[src/hdl/orc_pkg.sv]
package orc_pkg;
	// SPI word layout
	localparam int SPI_W = 16;
	localparam int BANK_BIT = 13;
	localparam int ADDR_HI = 12;
	localparam int ADDR_LO = 10;
	localparam int DATA_W = 9;
	localparam logic [2:0] ADDR_OCR = 3'h4;
	localparam logic [2:0] ADDR_RETRY = 3'h5;
	localparam logic [8:0] CFG_RESET = 9'h000;
	// Field positions, both registers
	localparam int B_RANGE = 8;
	localparam int B_DIV = 7;
	localparam int B_CLKINT = 6;
	localparam int B_RATIO = 5;
	localparam int B_TOCH = 4;
	localparam int B_TOCM = 3;
	localparam int B_OCH = 2;
	localparam int B_OCM = 1;
	localparam int B_OCL = 0;
	localparam int B_OFP = 8;
	localparam int B_INV = 4;
	localparam int B_PER_HI = 3;
	localparam int B_PER_LO = 2;
	localparam int B_UNLIM = 1;
	localparam int B_RETRY = 0;
	// Timing
	localparam logic [9:0] DIV_SLOW = 10'h200;
	localparam logic [9:0] DIV_FAST = 10'h100;
	localparam logic [4:0] RETRY_LIMIT = 5'h10;
	// Window duration codes
	typedef enum logic [2:0] {
		orc_win_high1, orc_win_high2, orc_win_mid1_l, orc_win_mid2_l,
		orc_win_mid1_m, orc_win_mid2_m
	} orc_win_t;
	// Threshold levels
	typedef enum logic [1:0] {orc_low1, orc_low2, orc_low3} orc_low_t;
	typedef struct packed {
		logic upper_threshold_sel;
		logic middle_threshold_sel;
		logic mid_stage_en;
		orc_low_t low_level;
		logic sense_ratio_sel;
		orc_win_t first_window;
		orc_win_t second_window;
		logic second_window_en;
	} orc_prot_t;
	typedef struct packed {
		logic retry_en;
		logic unlimited;
		logic [1:0] period;
		logic sense_offset_polarity;
		logic ext_clock_divider_sel;
		logic clock_int_sel;
	} orc_ctl_t;
endpackage

[src/hdl/orc_top.sv]
`timescale 1ns/1ns
module orc_top import orc_pkg::*; (
	input wire logic ref_clk_i,
	input wire logic rst_i,
	input wire logic word_valid_i,
	input wire logic [15:0] spi_word_i,
	input wire logic [1:0] load_profile_pin_i,
	input wire logic [1:0] ext_clk_i,
	input wire logic [1:0] int_clk_tick_i,
	input wire logic [1:0] turn_on_i,
	input wire logic [1:0] window_active_i,
	input wire logic [1:0] retry_attempt_i,
	input wire logic [1:0] retry_counter_reset_i,
	output logic [17:0] ocr_readback_o,
	output logic [17:0] retry_readback_o,
	output orc_prot_t [1:0] prot_o,
	output orc_ctl_t [1:0] ctl_o,
	output logic [1:0] motor_profile_o,
	output logic [1:0] pwm_tick_o,
	output logic [1:0] sense_enable_o,
	output logic [1:0] retry_allowed_o,
	output logic [1:0] retry_full_o
);
	logic [8:0] ocr_reg [2];
	logic [8:0] ocr_next [2];
	logic [8:0] retry_reg [2];
	logic [8:0] retry_next [2];
	logic [1:0] ext_s1_reg, ext_s2_reg, ext_s3_reg;
	logic [1:0] ext_s1_next, ext_s2_next, ext_s3_next;
	logic [9:0] div_cnt_reg [2];
	logic [9:0] div_cnt_next [2];
	logic [4:0] retry_cnt_reg [2];
	logic [4:0] retry_cnt_next [2];
	logic [1:0] pwm_tick_reg, pwm_tick_next;
	logic [1:0] sense_en_reg, sense_en_next;
	logic [1:0] allowed_reg, allowed_next;
	logic [1:0] full_reg, full_next;
	logic [1:0] motor_reg;
	orc_prot_t [1:0] prot_reg;
	orc_ctl_t [1:0] ctl_reg;
	orc_prot_t [1:0] prot_w;
	orc_ctl_t [1:0] ctl_w;
	logic [1:0] motor_w;
	logic [2:0] word_addr;
	logic word_bank;
	assign word_addr = spi_word_i[ADDR_HI:ADDR_LO];
	assign word_bank = spi_word_i[BANK_BIT];

	// External clock passes three flops, edge counts when second is high and third still low
	always_comb begin
		ext_s1_next = ext_clk_i;
		ext_s2_next = ext_s1_reg;
		ext_s3_next = ext_s2_reg;
	end
	always_ff @(posedge ref_clk_i) begin
		if (rst_i) begin
			ext_s1_reg <= 2'h0;
			ext_s2_reg <= 2'h0;
			ext_s3_reg <= 2'h0;
		end else begin
			ext_s1_reg <= ext_s1_next;
			ext_s2_reg <= ext_s2_next;
			ext_s3_reg <= ext_s3_next;
		end
	end

	genvar ch;
	generate
		for (ch = 0; ch < 2; ch++) begin : g_ch
			logic ext_rise;
			logic [9:0] div_max;
			assign ext_rise = ext_s2_reg[ch] && !ext_s3_reg[ch];

			orc_decode u_dec (
				.ocr_i(ocr_reg[ch]),
				.retry_i(retry_reg[ch]),
				.load_profile_pin_i(load_profile_pin_i[ch]),
				.prot_o(prot_w[ch]),
				.ctl_o(ctl_w[ch]),
				.motor_o(motor_w[ch])
			);

			// Config write only on a complete word for this bank
			always_comb begin
				ocr_next[ch] = ocr_reg[ch];
				retry_next[ch] = retry_reg[ch];
				if (word_valid_i && (word_bank == 1'(ch))) begin
					if (word_addr == ADDR_OCR) begin
						ocr_next[ch] = spi_word_i[DATA_W-1:0];
					end else if (word_addr == ADDR_RETRY) begin
						retry_next[ch] = spi_word_i[DATA_W-1:0];
					end
				end
			end

			// Divider: 512 or 256 external edges, or internal tick passed through
			assign div_max = ctl_w[ch].ext_clock_divider_sel ? DIV_SLOW : DIV_FAST;
			always_comb begin
				div_cnt_next[ch] = div_cnt_reg[ch];
				pwm_tick_next[ch] = 1'b0;
				if (ctl_w[ch].clock_int_sel) begin
					pwm_tick_next[ch] = int_clk_tick_i[ch];
					div_cnt_next[ch] = 10'h000;
				end else if (ext_rise) begin
					if (div_cnt_reg[ch] >= div_max - 10'h001) begin
						div_cnt_next[ch] = 10'h000;
						pwm_tick_next[ch] = 1'b1;
					end else begin
						div_cnt_next[ch] = div_cnt_reg[ch] + 10'h001;
					end
				end
			end

			// Sense is blanked while any protection window is active
			always_comb begin
				sense_en_next[ch] = !window_active_i[ch] && !turn_on_i[ch];
			end

			// Retry counter: only explicit reset clears it, never delatch or fault removal
			always_comb begin
				retry_cnt_next[ch] = retry_cnt_reg[ch];
				if (retry_counter_reset_i[ch]) begin
					// An attempt in the clearing cycle is not lost
					retry_cnt_next[ch] = retry_attempt_i[ch] ? 5'h01 : 5'h00;
				end else if (retry_attempt_i[ch] && retry_cnt_reg[ch] != RETRY_LIMIT) begin
					retry_cnt_next[ch] = retry_cnt_reg[ch] + 5'h01;
				end
				full_next[ch] = (retry_cnt_next[ch] == RETRY_LIMIT);
				allowed_next[ch] = ctl_w[ch].retry_en &&
					(ctl_w[ch].unlimited || retry_cnt_next[ch] != RETRY_LIMIT);
			end

			always_ff @(posedge ref_clk_i) begin
				if (rst_i) begin
					ocr_reg[ch] <= CFG_RESET;
					retry_reg[ch] <= CFG_RESET;
					div_cnt_reg[ch] <= 10'h000;
					retry_cnt_reg[ch] <= 5'h00;
				end else begin
					ocr_reg[ch] <= ocr_next[ch];
					retry_reg[ch] <= retry_next[ch];
					div_cnt_reg[ch] <= div_cnt_next[ch];
					retry_cnt_reg[ch] <= retry_cnt_next[ch];
				end
			end
		end
	endgenerate

	// Output flops; decoded settings lag the register by one cycle
	always_ff @(posedge ref_clk_i) begin
		if (rst_i) begin
			pwm_tick_reg <= 2'h0;
			sense_en_reg <= 2'h0;
			allowed_reg <= 2'h0;
			full_reg <= 2'h0;
			motor_reg <= 2'h0;
			prot_reg <= '0;
			ctl_reg <= '0;
		end else begin
			pwm_tick_reg <= pwm_tick_next;
			sense_en_reg <= sense_en_next;
			allowed_reg <= allowed_next;
			full_reg <= full_next;
			motor_reg <= motor_w;
			prot_reg <= prot_w;
			ctl_reg <= ctl_w;
		end
	end

	assign ocr_readback_o = {ocr_reg[1], ocr_reg[0]};
	assign retry_readback_o = {retry_reg[1], retry_reg[0]};
	assign prot_o = prot_reg;
	assign ctl_o = ctl_reg;
	assign motor_profile_o = motor_reg;
	assign pwm_tick_o = pwm_tick_reg;
	assign sense_enable_o = sense_en_reg;
	assign retry_allowed_o = allowed_reg;
	assign retry_full_o = full_reg;

	// Checks
	bank_write_a: assert property (@(posedge ref_clk_i) disable iff (rst_i)
		word_valid_i && !spi_word_i[BANK_BIT] && word_addr == ADDR_OCR
		|=> ocr_reg[0] == $past(spi_word_i[DATA_W-1:0]) && $stable(ocr_reg[1]))
		else $error("bank write wrong");
	sense_blank_a: assert property (@(posedge ref_clk_i) disable iff (rst_i)
		window_active_i[0] |=> !sense_enable_o[0]) else $error("sense during window");
	retry_cap_a: assert property (@(posedge ref_clk_i) disable iff (rst_i)
		retry_full_o[0] && !ctl_reg[0].unlimited && !retry_counter_reset_i[0] && $stable(retry_reg[0])
		|=> !retry_allowed_o[0]) else $error("retry past limit");
	count_keep_a: assert property (@(posedge ref_clk_i) disable iff (rst_i)
		!retry_counter_reset_i[0] && !retry_attempt_i[0] |=> $stable(retry_cnt_reg[0]))
		else $error("counter lost");
	profile_inv_a: assert property (@(posedge ref_clk_i) disable iff (rst_i)
		motor_profile_o[0] == $past(load_profile_pin_i[0] ^ retry_reg[0][B_INV]))
		else $error("profile wrong");
	low_range_a: assert property (@(posedge ref_clk_i) disable iff (rst_i)
		!$past(ocr_reg[0][B_RANGE]) |-> prot_o[0].low_level == orc_low1) else $error("low level wrong");
	retry_pol_a: assert property (@(posedge ref_clk_i) disable iff (rst_i)
		!$past(rst_i) |-> ctl_o[0].retry_en == (motor_profile_o[0] ~^ $past(retry_reg[0][B_RETRY])))
		else $error("retry enable wrong");
	div_range_a: assert property (@(posedge ref_clk_i) disable iff (rst_i)
		div_cnt_reg[0] < DIV_SLOW) else $error("divider overrun");

	// Decoded fields follow the registers one cycle later; reset edge skipped
	upper_sel_a: assert property (@(posedge ref_clk_i) disable iff (rst_i)
		!$past(rst_i) |-> prot_o[1].upper_threshold_sel == $past(ocr_reg[1][B_OCH]))
		else $error("upper select wrong");
	middle_motor_a: assert property (@(posedge ref_clk_i) disable iff (rst_i)
		motor_profile_o[0] |-> !prot_o[0].middle_threshold_sel)
		else $error("middle select in motor");
	middle_light_a: assert property (@(posedge ref_clk_i) disable iff (rst_i)
		!$past(rst_i) && !motor_profile_o[0] |-> prot_o[0].middle_threshold_sel == $past(ocr_reg[0][B_OCM]))
		else $error("middle select wrong");
	mid_stage_a: assert property (@(posedge ref_clk_i) disable iff (rst_i)
		!$past(rst_i) |-> prot_o[0].mid_stage_en == !motor_profile_o[0])
		else $error("middle stage wrong");
	light_win2_a: assert property (@(posedge ref_clk_i) disable iff (rst_i)
		!$past(rst_i) && !motor_profile_o[1] |-> prot_o[1].second_window_en)
		else $error("second window off in lighting");
	motor_win2_a: assert property (@(posedge ref_clk_i) disable iff (rst_i)
		motor_profile_o[1] |-> !prot_o[1].second_window_en)
		else $error("second window on in motor");
	ratio_sel_a: assert property (@(posedge ref_clk_i) disable iff (rst_i)
		!$past(rst_i) |-> prot_o[0].sense_ratio_sel == $past(ocr_reg[0][B_RATIO]))
		else $error("sense ratio wrong");
	ratio_scale_a: assert property (@(posedge ref_clk_i) disable iff (rst_i)
		!$past(rst_i) |-> prot_o[1].sense_ratio_sel == $past(ocr_reg[1][B_RATIO]))
		else $error("threshold scale wrong");
	low_mid_a: assert property (@(posedge ref_clk_i) disable iff (rst_i)
		$past(ocr_reg[0][B_RANGE]) && !$past(ocr_reg[0][B_OCL]) |-> prot_o[0].low_level == orc_low2)
		else $error("medium low level wrong");
	low_min_a: assert property (@(posedge ref_clk_i) disable iff (rst_i)
		$past(ocr_reg[1][B_RANGE]) && $past(ocr_reg[1][B_OCL]) |-> prot_o[1].low_level == orc_low3)
		else $error("lowest low level wrong");
	light_win1_a: assert property (@(posedge ref_clk_i) disable iff (rst_i)
		!$past(rst_i) && !motor_profile_o[0] |->
		prot_o[0].first_window == ($past(ocr_reg[0][B_TOCH]) ? orc_win_high2 : orc_win_high1))
		else $error("first window wrong");
	mid_window_a: assert property (@(posedge ref_clk_i) disable iff (rst_i)
		!$past(rst_i) && !motor_profile_o[0] |->
		prot_o[0].second_window == ($past(ocr_reg[0][B_TOCM]) ? orc_win_mid2_l : orc_win_mid1_l))
		else $error("second window wrong");
	motor_mid_a: assert property (@(posedge ref_clk_i) disable iff (rst_i)
		!$past(rst_i) && motor_profile_o[0] && !$past(ocr_reg[0][B_TOCH]) |->
		prot_o[0].first_window == ($past(ocr_reg[0][B_TOCM]) ? orc_win_mid2_m : orc_win_mid1_m))
		else $error("motor middle window wrong");
	motor_high_a: assert property (@(posedge ref_clk_i) disable iff (rst_i)
		!$past(rst_i) && motor_profile_o[0] && $past(ocr_reg[0][B_TOCH]) |->
		prot_o[0].first_window == ($past(ocr_reg[0][B_TOCM]) ? orc_win_high2 : orc_win_high1))
		else $error("motor high window wrong");
	clk_sel_a: assert property (@(posedge ref_clk_i) disable iff (rst_i)
		!$past(rst_i) |-> ctl_o[0].clock_int_sel == $past(ocr_reg[0][B_CLKINT]))
		else $error("clock select wrong");
	div_sel_a: assert property (@(posedge ref_clk_i) disable iff (rst_i)
		!$past(rst_i) |-> ctl_o[1].ext_clock_divider_sel == $past(ocr_reg[1][B_DIV]))
		else $error("divider select wrong");
	offset_pol_a: assert property (@(posedge ref_clk_i) disable iff (rst_i)
		!$past(rst_i) |-> ctl_o[0].sense_offset_polarity == $past(retry_reg[0][B_OFP]))
		else $error("offset polarity wrong");
	period_sel_a: assert property (@(posedge ref_clk_i) disable iff (rst_i)
		!$past(rst_i) |-> ctl_o[1].period == $past({retry_reg[1][B_PER_HI], retry_reg[1][B_PER_LO]}))
		else $error("retry period wrong");
	motor_pin_a: assert property (@(posedge ref_clk_i) disable iff (rst_i)
		!$past(rst_i) |-> motor_profile_o[1] == $past(load_profile_pin_i[1] ^ retry_reg[1][B_INV]))
		else $error("profile wrong on bank one");

	// PWM clock source
	int_tick_a: assert property (@(posedge ref_clk_i) disable iff (rst_i)
		ctl_w[0].clock_int_sel |=> pwm_tick_o[0] == $past(int_clk_tick_i[0]))
		else $error("internal tick lost");
	ext_hold_a: assert property (@(posedge ref_clk_i) disable iff (rst_i)
		ctl_w[1].clock_int_sel |=> div_cnt_reg[1] == 10'h000)
		else $error("divider runs on internal clock");

	// Retry limit and enable
	unlim_allow_a: assert property (@(posedge ref_clk_i) disable iff (rst_i)
		ctl_reg[0].unlimited && ctl_reg[0].retry_en && $stable(retry_reg[0]) && $stable(load_profile_pin_i[0])
		|=> retry_allowed_o[0])
		else $error("unlimited retry blocked");
	retry_off_a: assert property (@(posedge ref_clk_i) disable iff (rst_i)
		!ctl_w[1].retry_en |=> !retry_allowed_o[1])
		else $error("retry while disabled");
	cnt_sat_a: assert property (@(posedge ref_clk_i) disable iff (rst_i)
		retry_cnt_reg[0] <= RETRY_LIMIT)
		else $error("retry counter overrun");
	full_flag_a: assert property (@(posedge ref_clk_i) disable iff (rst_i)
		retry_full_o[1] == (retry_cnt_reg[1] == RETRY_LIMIT))
		else $error("full flag wrong");
	cnt_step_a: assert property (@(posedge ref_clk_i) disable iff (rst_i)
		retry_attempt_i[1] && !retry_counter_reset_i[1] && retry_cnt_reg[1] != RETRY_LIMIT
		|=> retry_cnt_reg[1] == $past(retry_cnt_reg[1]) + 5'h01)
		else $error("attempt not counted");

	// Register writes and sense blanking
	bank_one_a: assert property (@(posedge ref_clk_i) disable iff (rst_i)
		word_valid_i && spi_word_i[BANK_BIT] && word_addr == ADDR_RETRY
		|=> retry_reg[1] == $past(spi_word_i[DATA_W-1:0]) && $stable(retry_reg[0]))
		else $error("bank one write wrong");
	no_write_a: assert property (@(posedge ref_clk_i) disable iff (rst_i)
		!word_valid_i |=> $stable(ocr_reg[0]) && $stable(retry_reg[1]))
		else $error("write without strobe");
	sense_open_a: assert property (@(posedge ref_clk_i) disable iff (rst_i)
		!window_active_i[1] && !turn_on_i[1] |=> sense_enable_o[1])
		else $error("sense blanked outside window");
	cov_write: cover property (@(posedge ref_clk_i) word_valid_i && word_addr == ADDR_RETRY);
	cov_full: cover property (@(posedge ref_clk_i) retry_full_o[1]);
	cov_tick: cover property (@(posedge ref_clk_i) pwm_tick_o[0] && !ctl_o[0].clock_int_sel);
	cov_motor: cover property (@(posedge ref_clk_i) motor_profile_o[0] && prot_o[0].first_window == orc_win_high2);
	cov_unlim: cover property (@(posedge ref_clk_i) retry_allowed_o[0] && retry_full_o[0]);
endmodule

[src/hdl/orc_decode.sv]
`timescale 1ns/1ns
// Turns one bank's two raw registers into protection and control settings
module orc_decode import orc_pkg::*; (
	input wire logic [8:0] ocr_i,
	input wire logic [8:0] retry_i,
	input wire logic load_profile_pin_i,
	output orc_prot_t prot_o,
	output orc_ctl_t ctl_o,
	output logic motor_o
);
	logic motor;
	// Pin level, optionally inverted by software
	assign motor = load_profile_pin_i ^ retry_i[B_INV];
	assign motor_o = motor;
	always_comb begin
		prot_o = '0;
		prot_o.upper_threshold_sel = ocr_i[B_OCH];
		prot_o.middle_threshold_sel = motor ? 1'b0 : ocr_i[B_OCM];
		prot_o.mid_stage_en = !motor;
		prot_o.sense_ratio_sel = ocr_i[B_RATIO];
		if (!ocr_i[B_RANGE]) begin
			prot_o.low_level = orc_low1;
		end else if (ocr_i[B_OCL]) begin
			prot_o.low_level = orc_low3;
		end else begin
			prot_o.low_level = orc_low2;
		end
		if (motor) begin
			// Single window picked by both bits
			unique case ({ocr_i[B_TOCH], ocr_i[B_TOCM]})
				2'b00: prot_o.first_window = orc_win_mid1_m;
				2'b01: prot_o.first_window = orc_win_mid2_m;
				2'b10: prot_o.first_window = orc_win_high1;
				2'b11: prot_o.first_window = orc_win_high2;
			endcase
			prot_o.second_window = orc_win_mid1_l;
			prot_o.second_window_en = 1'b0;
		end else begin
			prot_o.first_window = ocr_i[B_TOCH] ? orc_win_high2 : orc_win_high1;
			prot_o.second_window = ocr_i[B_TOCM] ? orc_win_mid2_l : orc_win_mid1_l;
			prot_o.second_window_en = 1'b1;
		end
		ctl_o.retry_en = motor ? retry_i[B_RETRY] : !retry_i[B_RETRY];
		ctl_o.unlimited = retry_i[B_UNLIM];
		ctl_o.period = {retry_i[B_PER_HI], retry_i[B_PER_LO]};
		ctl_o.sense_offset_polarity = retry_i[B_OFP];
		ctl_o.ext_clock_divider_sel = ocr_i[B_DIV];
		ctl_o.clock_int_sel = ocr_i[B_CLKINT];
	end
endmodule

[config.mk]
export PLATFORM = sky130hd
export DESIGN_NAME = orc_top
export DESIGN_NICKNAME = d
export VERILOG_FILES = /design/src/hdl/orc_pkg.sv /design/src/hdl/orc_top.sv /design/src/hdl/orc_decode.sv
export SDC_FILE = /design/constraint.sdc
export NUM_CORES = 1
export LEC_CHECK = 0
export ABC_CLOCK_PERIOD_IN_PS = 2300
export BUFFER_PORTS_ARGS = -buffer_cell sky130_fd_sc_hd__buf_2
export CAP_MARGIN = 15
export CORE_ASPECT_RATIO = 1.4
export CORE_UTILIZATION = 28
export DETAILED_ROUTE_END_ITERATION = 7
export HOLD_SLACK_MARGIN = 0.1
export MAX_ROUTING_LAYER = met4
export PLACE_DENSITY = 0.49
export SYNTH_ARGS = -nofsm -noshare
export SYNTH_HDL_FRONTEND = slang
export SYNTH_HIERARCHICAL = 1
export SYNTH_SLANG_ARGS = --single-unit
[constraint.sdc]
create_clock -name ref_clk_i -period 2.3 [get_ports ref_clk_i]
set_input_delay 0.46 -clock ref_clk_i [delete_from_list [all_inputs] [get_ports ref_clk_i]]
set_output_delay 0.46 -clock ref_clk_i [all_outputs]
set_load 0.05 [all_outputs]
==> results.yml, run 1 <==
placed_design:
  dpl_cell_area_um2: 5430
  gp_congestion: 0.776
  portBuffers: 115
  place_ws_ns: 0.447
  hpwl_mm: 7.77
timing:
  rsz0062_at_grt: "false"
  setup-violations-final: 0
  fin_setup_tns_ns: 0
  worst_pin_slew_ns: 0.731
  period_minus_slack_ns: 1.78
  setup_ws_ns: 0.523
  slew_headroom: 0.511
  hold_viol: 0
  fin_skew_ns: 0.00487
  fin_crit_sh: 0.773
  final_max_slew_viol_count: 0
  fmax_ghz: 0.563
route:
  num_vias: 3515
  drtPass1Iterations: 4
  vias_per_cell: 4.43
  drtAntennaViolNets: 0
  drtIter0Drc: 87
  wl_mm: 10.8
  wire_per_inst_um: 13.7
  drc: 0
yosys:
  synth_area_um2: 4820
  syn_avg_cell_area_um2: 10.0
  yosysUniqueCellTypes: 49
  async_flop_share: 0
  synth_warnings: 6
  synth_ff_type: "dfxtp_1"
  syn_inst: 481
  synth-seq-cells: 122
  synth_edf_count: 0
  ys_seq_area_frac: 0.507
grt:
  grt_pass1_vias: 3323
  grt_usage: 0.132
  grt_max_degree: 64
  antenna_found_initial: 0
  grt_first_pass_wirelength_mm: 17.2
  grt_overflow_total: 0
floorplan:
  dieArea_um2: 17700
  die_x_um: 113
  start_util: 0.287
  core.rowCount: 56
  ios: 119
  core_area_um2: 16800
  die_h_um: 157
finish:
  nFillCells: 1727
  n_antenna_cell: 0
  largest_reg_flops: 26
  postLayoutCellArea_um2: 6020
  drive_above_1_share: 0.273
  post-route-util: 0.358
  area_delta_synth_final_pct: 25.0
  fin_nets: 619
cts:
  cts_hold_buf: 0
  clock-sinks: 122
  cts.htree.levels: 4
  cts_resized: 0
  clock-root-buffer: "clkbuf_16"
  clk_path_buf_depth: 2
  path_clk_slew_ns: 0.05
  cts_tree: "done"
  clk_latency_ns: 0.41
  numCtsBuffers: 17
  post_cts_buffers: 0
setup_path:
  end_kind: "register"
  crit_slowest_cell: "dfxtp_1"
  arrival_ns: 2.12
  rr_worst_depth: 6
  cp-endpoint: "div_cnt_reg[0][5]"
  crit_type: "register to register"
  r2r-end: "div_cnt_reg[0][5]"
  cp.required_ns: 2.64
  critPathMaxFanout: 7
  critical-path-max-stage-delay_ns: 0.36
  timing.rr.start: "ocr_reg[0][7]"
  startpoint_type: "register"
  ff2ff_setup_slack_ns: 0.52
  cp_cell_sequence: "inv_1 > ha_1 > and4_1 > a211oi_4 > o21ai_1 > nor2_1"
  crit_start: "ocr_reg[0][7]"
worst_hold_path:
  holdCritPathClass: "input pin to register"
power_and_ir_drop:
  leakagePower_nw: 2.81
  irDropWorstVdd_mv: 0.425
  p_per_area_nw_per_um2: 856
  power_mw: 5.16
run_status:
  status: "finished clean"
flow_run:
  drv_cap: 0
-- report_power, final --
group	internal [mW]	switching, mW	leakage (nW)	total, mW
combinational	0.0986	0.234	1.53	0.333
sequential	2.16	0.0219	0.991	2.18
clock	1.73	0.916	0.289	2.65
total	3.99	1.17	2.81	5.16
-- cells by family (layout without fill, tap and decap cells) --
| family | count (synthesis) | after routing | share of synthesized area |
|---|---|---|---|
| and+or+nand+nor | 202 | 202 | 0.228 |
| DFF | 122 | 122 | 0.507 |
| buffers and inverters | 55 | 162 | 0.0672 |
| muxes | 40 | 40 | 0.0851 |
| AOI/OAI and AO/OA | 26 | 26 | 0.0418 |
| xor gates and xnor gates | 24 | 24 | 0.0467 |
| adders and majority gates | 8 | 8 | 0.0208 |
| other | 4 | 6 | 0.00311 |
-- through the flow --
stage	instances	hold WS [ns]
after global placement	762	0.440
after CTS	793	0.188
after floorplan	483	0.414
after detailed placement	762	0.427
after global routing	793	0.191
final	793	0.211
-- worst min-delay path by stage --
stage                  startpoint                 to  slack [ns]  cells after the start
finish               turn_on_i[1]  sense_enable_o[1]        0.21                      2
CTS                  turn_on_i[1]  sense_enable_o[1]        0.19                      2
global placement    ext_s1_reg[0]      ext_s2_reg[0]        0.44                      1
floorplan           ext_s1_reg[0]      ext_s2_reg[0]        0.41                      1
global route         turn_on_i[1]  sense_enable_o[1]        0.19                      2
detailed placement  ext_s1_reg[0]      ext_s2_reg[0]        0.43                      1
-- layer usage --
layer | up-vias | share of wire | GRT usage
met5 | - | 0 | -
met4 | 0 | 0.018 | 0.0639
met3 | 18 | 0.045 | 0.0400
met2 | 96 | 0.49 | 0.214
met1 | 1637 | 0.44 | 0.148
li1 | 1764 | - | -
-- cell type report --
class | count | area (um2) | share of cell area
clock buffer | 25 | 505 | 0.0839
multi-input combinational | 306 | 2070 | 0.344
clock inverter | 6 | 86.3 | 0.0143
timing repair buffer | 119 | 621 | 0.103
sequential | 122 | 2440 | 0.405
tap | 203 | 254 | 0.0422
inverter | 12 | 45.0 | 0.00748
-- critical path: cells and delay by family (launching register included) --
family	cells	cell delay, ns
AO/OA/AOI/OAI	2	0.59
AND/OR/NAND/NOR	2	0.39
flip-flops	1	0.36
adder cells (fa/ha/maj)	1	0.29
buffers and inverters	1	0.09
-- cells in the mapped netlist, types with 4 or more instances --
master | number | area (um2)
nand4_1 | 12 | 75.1
buf_4 | 25 | 188
and2_2 | 4 | 30.0
nand2b_1 | 5 | 31.3
dfxtp_1 | 122 | 2440
xor2_1 | 18 | 158
nor2_1 | 65 | 244
inv_1 | 12 | 45.0
a21oi_1 | 7 | 35.0
conb_1 | 4 | 15.0
nand2_1 | 19 | 71.3
xnor2_1 | 4 | 35.0
buf_2 | 7 | 35.0
clkbuf_1 | 7 | 26.3
and3_1 | 6 | 37.5
mux2i_1 | 38 | 380
ha_1 | 8 | 100
nor3_1 | 13 | 65.1
nor2b_1 | 49 | 307
nand3_1 | 6 | 30.0
-- cell usage in the layout (no fill, tap or decap), drive strengths merged, types with 2 or more instances in the layout --
| master | n |
|---|---|
| dfxtp | 122 |
| buf | 119 |
| nor2 | 65 |
| nor2b | 49 |
| mux2i | 38 |
| clkbuf | 25 |
| nand2 | 19 |
| xor2 | 18 |
| nor3 | 13 |
| inv | 12 |
| nand4 | 12 |
| ha | 8 |
| a21oi | 7 |
| and2 | 7 |
| nand3 | 6 |
| and3 | 6 |
| conb | 6 |
| xnor2 | 6 |
| nand2b | 5 |
| nand3b | 3 |
| and3b | 3 |
| a21boi | 3 |
| a311oi | 3 |
| and4b | 3 |
| a22o | 3 |
| o21ai | 3 |
| and4 | 3 |
| clkinv | 3 |
| or3 | 2 |
| bufinv | 2 |
| mux2 | 2 |
| nand4bb | 2 |
(Power assumes the default switching activity.)
==> run 2: changes to the inputs <==
--- a/config.mk
+++ b/config.mk
@@ -5,7 +5,8 @@
 export SDC_FILE = /design/constraint.sdc
 export NUM_CORES = 1
 export LEC_CHECK = 0
-export ABC_CLOCK_PERIOD_IN_PS = 2300
+export ABC_AREA = 1
+export ABC_CLOCK_PERIOD_IN_PS = 1490
 export BUFFER_PORTS_ARGS = -buffer_cell sky130_fd_sc_hd__buf_2
 export CAP_MARGIN = 15
 export CORE_ASPECT_RATIO = 1.4
@@ -13,7 +14,7 @@
 export DETAILED_ROUTE_END_ITERATION = 7
 export HOLD_SLACK_MARGIN = 0.1
 export MAX_ROUTING_LAYER = met4
-export PLACE_DENSITY = 0.49
+export PLACE_DENSITY = 0.51
 export SYNTH_ARGS = -nofsm -noshare
 export SYNTH_HDL_FRONTEND = slang
 export SYNTH_HIERARCHICAL = 1
==> constraint.sdc (replaced) <==
create_clock -name ref_clk_i -period 1.49 [get_ports ref_clk_i]
set_input_delay 0.298 -clock ref_clk_i [delete_from_list [all_inputs] [get_ports ref_clk_i]]
set_output_delay 0.298 -clock ref_clk_i [all_outputs]
set_load 0.05 [all_outputs]
==> results.yml, run 2 <==
run_status:
  status: "finished clean"
route:
  wl_mm: 12.2
  drtAntennaViolNets: 0
  drtPass1Iterations: 4
  drtIter0Drc: 182
  drc: 0
  vias_per_cell: 4.10
  num_vias: 4300
  wire_per_inst_um: 11.6
setup_path:
  crit_slowest_cell: "dfxtp_1"
  crit_type: "register to output port"
  arrival_ns: 1.17
  cp.required_ns: 1.19
  worst-path-buf-inv: 1
  crit_family: "flip-flops"
  critPathMaxFanout: 4
  critical-path-max-stage-delay_ns: 0.46
  timing.rr.start: "ocr_reg[1][7]"
  cp_cell_sequence: "clkbuf_4"
  rr_worst_depth: 8
  r2r-end: "div_cnt_reg[1][0]"
  crit_start: "ocr_reg[1][6]"
  startpoint_type: "register"
  ff2ff_setup_slack_ns: 0.09
  crit_cells: 1
  end_kind: "output port"
floorplan:
  core.rowCount: 57
  ios: 119
  die_h_um: 160
  die_x_um: 115
  dieArea_um2: 18500
  core_area_um2: 17500
  start_util: 0.287
yosys:
  synth_area_um2: 5020
  yosysUniqueCellTypes: 30
  synth_ff_type: "dfxtp_1"
  synth_most_common_cell: "nor2_1"
  yosysTopAreaCell: "dfxtp_1"
  async_flop_share: 0
  synth_warnings: 6
  syn_inst: 675
  ys_seq_area_frac: 0.487
  synth_top_area_frac: 0.487
  netlist_top_cells_area: "dfxtp_1 49%, nor2_1 11%, nand2_1 7.6%"
  yosys-top-cells-count: "153 x nor2_1, 122 x dfxtp_1, 102 x nand2_1"
  synth-seq-cells: 122
  synth_edf_count: 0
  syn_avg_cell_area_um2: 7.43
cts:
  cts.htree.levels: 4
  cts_tree: "done"
  clk_path_buf_depth: 2
  clock-sinks: 122
  clk_latency_ns: 0.42
  path_clk_slew_ns: 0.06
  numCtsBuffers: 17
  clock-root-buffer: "clkbuf_16"
timing:
  final_max_slew_viol_count: 0
  fin_crit_sh: 0.986
  setup-violations-final: 0
  fin_skew_ns: 0.00857
  fmax_ghz: 0.681
  rsz0062_at_grt: "true"
  slew_headroom: 0.655
  setup_ws_ns: 0.0209
  worst_pin_slew_ns: 0.516
  hold_viol: 0
  period_minus_slack_ns: 1.47
worst_hold_path:
  whs_endpoint: "retry_reg[0][6]"
  holdCritPathClass: "input pin to register"
  min_path_cells: 3
  min_from: "spi_word_i[6]"
finish:
  n_antenna_cell: 0
  instances_no_fill: 1050
  layout_commonest_cell: "nor2_1"
  drive_above_1_share: 0.289
  post-route-util: 0.382
  largest_reg_flops: 26
  layout_common_cells: "145 x nor2_1, 114 x dfxtp_1, 114 x buf_2"
  nFillCells: 1833
  area_delta_synth_final_pct: 32.9
  fin_nets: 844
grt:
  grt_first_pass_wirelength_mm: 20.0
  grt_pass1_vias: 4217
  grt_overflow_total: 0
  grt_max_degree: 23
  grt_usage: 0.147
  antenna_found_initial: 0
power_and_ir_drop:
  leakagePower_nw: 3.11
  p_per_area_nw_per_um2: 1220
  irDropWorstVdd_mv: 0.555
flow_run:
  drv_cap: 0
placed_design:
  portBuffers: 115
  dpl.cell_count: 1007
  place_ws_ns: 0.0190
  gp_congestion: 0.825
  hpwl_mm: 8.99
run 2: cell count changes in the layout (fill, tap and decap cells not counted), sizes merged, moves of 7 or more:
| cell | before | now |
|---|---|---|
| a21oi | 7 | 18 |
| and2 | 7 | 0 |
| buf | 119 | 134 |
| dlygate4sd3 | 0 | 8 |
| inv | 12 | 107 |
| mux2i | 38 | 0 |
| nand2 | 19 | 111 |
| nand3 | 6 | 36 |
| nor2 | 65 | 164 |
| nor2b | 49 | 0 |
| o21ai | 3 | 32 |
| xor2 | 18 | 4 |
run 2: area by class of cell:
type / instances / area [um2] / area share
inverter: 108 / 410 / 0.0616
clock buffer: 22 / 464 / 0.0696
sequential: 122 / 2460 / 0.370
multi-input combinational: 411 / 2110 / 0.316
timing repair buffer: 143 / 808 / 0.121
tap: 236 / 295 / 0.0443
clock inverter: 8 / 119 / 0.0178
run 2: metrics by stage:
| stage | cell area, um2 | hold WS (ns) | power [mW] | TNS, ns |
|---|---|---|---|---|
| finish | 6670 | 0.176 | 8.16 | 0 |
| CTS | 6450 | 0.148 | 8.26 | 0 |
| global placement | 5780 | 0.390 | 4.06 | 0 |
| global route | 6670 | 0.186 | 8.48 | -0.0316 |
| detailed placement | 5780 | 0.400 | 4.06 | 0 |
| floorplan | 5040 | 0.375 | 3.88 | 0 |
run 2: cells by family (layout without fill, tap and decap cells):
logic type	Yosys count	after routing	share of synthesized area
and+or+nand+nor	336	336	0.292
buffers and inverters	144	281	0.128
DFF	122	122	0.487
AOI/OAI and AO/OA	53	53	0.0566
adders and majority gates	8	8	0.0199
xor gates and xnor gates	8	8	0.0140
other	4	6	0.00299
run 2: worst register-to-register path, cell delays in order, from the launching register on:
cell	delay, ns
dfxtp_4	0.34
inv_1	0.06
ha_1	0.27
and3_4	0.16
a21boi_4	0.18
nor2_4	0.07
inv_2	0.11
nand2_4	0.07
nor2_1	0.10
run 2: where the power goes:
group,switching (mW),leakage [nW],internal (mW)
sequential,0.0400,0.996,3.34
combinational,0.467,1.83,0.189
clock,1.43,0.290,2.69
run 2: how the worst max path moves through the flow:
stage	endpoint	slack, ns
after global placement	retry_allowed_o[0]	0.01
after global routing	retry_allowed_o[1]	-0.02
final	ocr_readback_o[15]	0.02
after floorplan	div_cnt_reg[1][3]	0.0008
after CTS	ocr_readback_o[15]	0.01
after detailed placement	retry_allowed_o[0]	0.02
run 2: timing repair:
item,CTS,global route
endpoints found under the hold margin,6,0
resized for setup,1,52
pin swaps,0,20
cloned,0,0
hold buffers,8,0
setup buffers,0,5
endpoints found under the setup margin,1,19
run 2: layer usage:
metal | track usage | part of all wire | vias up
li1 | - | - | 2285
met1 | 0.163 | 0.44 | 1906
met2 | 0.241 | 0.49 | 91
met3 | 0.0385 | 0.042 | 18
met4 | 0.0744 | 0.024 | 0
met5 | - | 0 | -
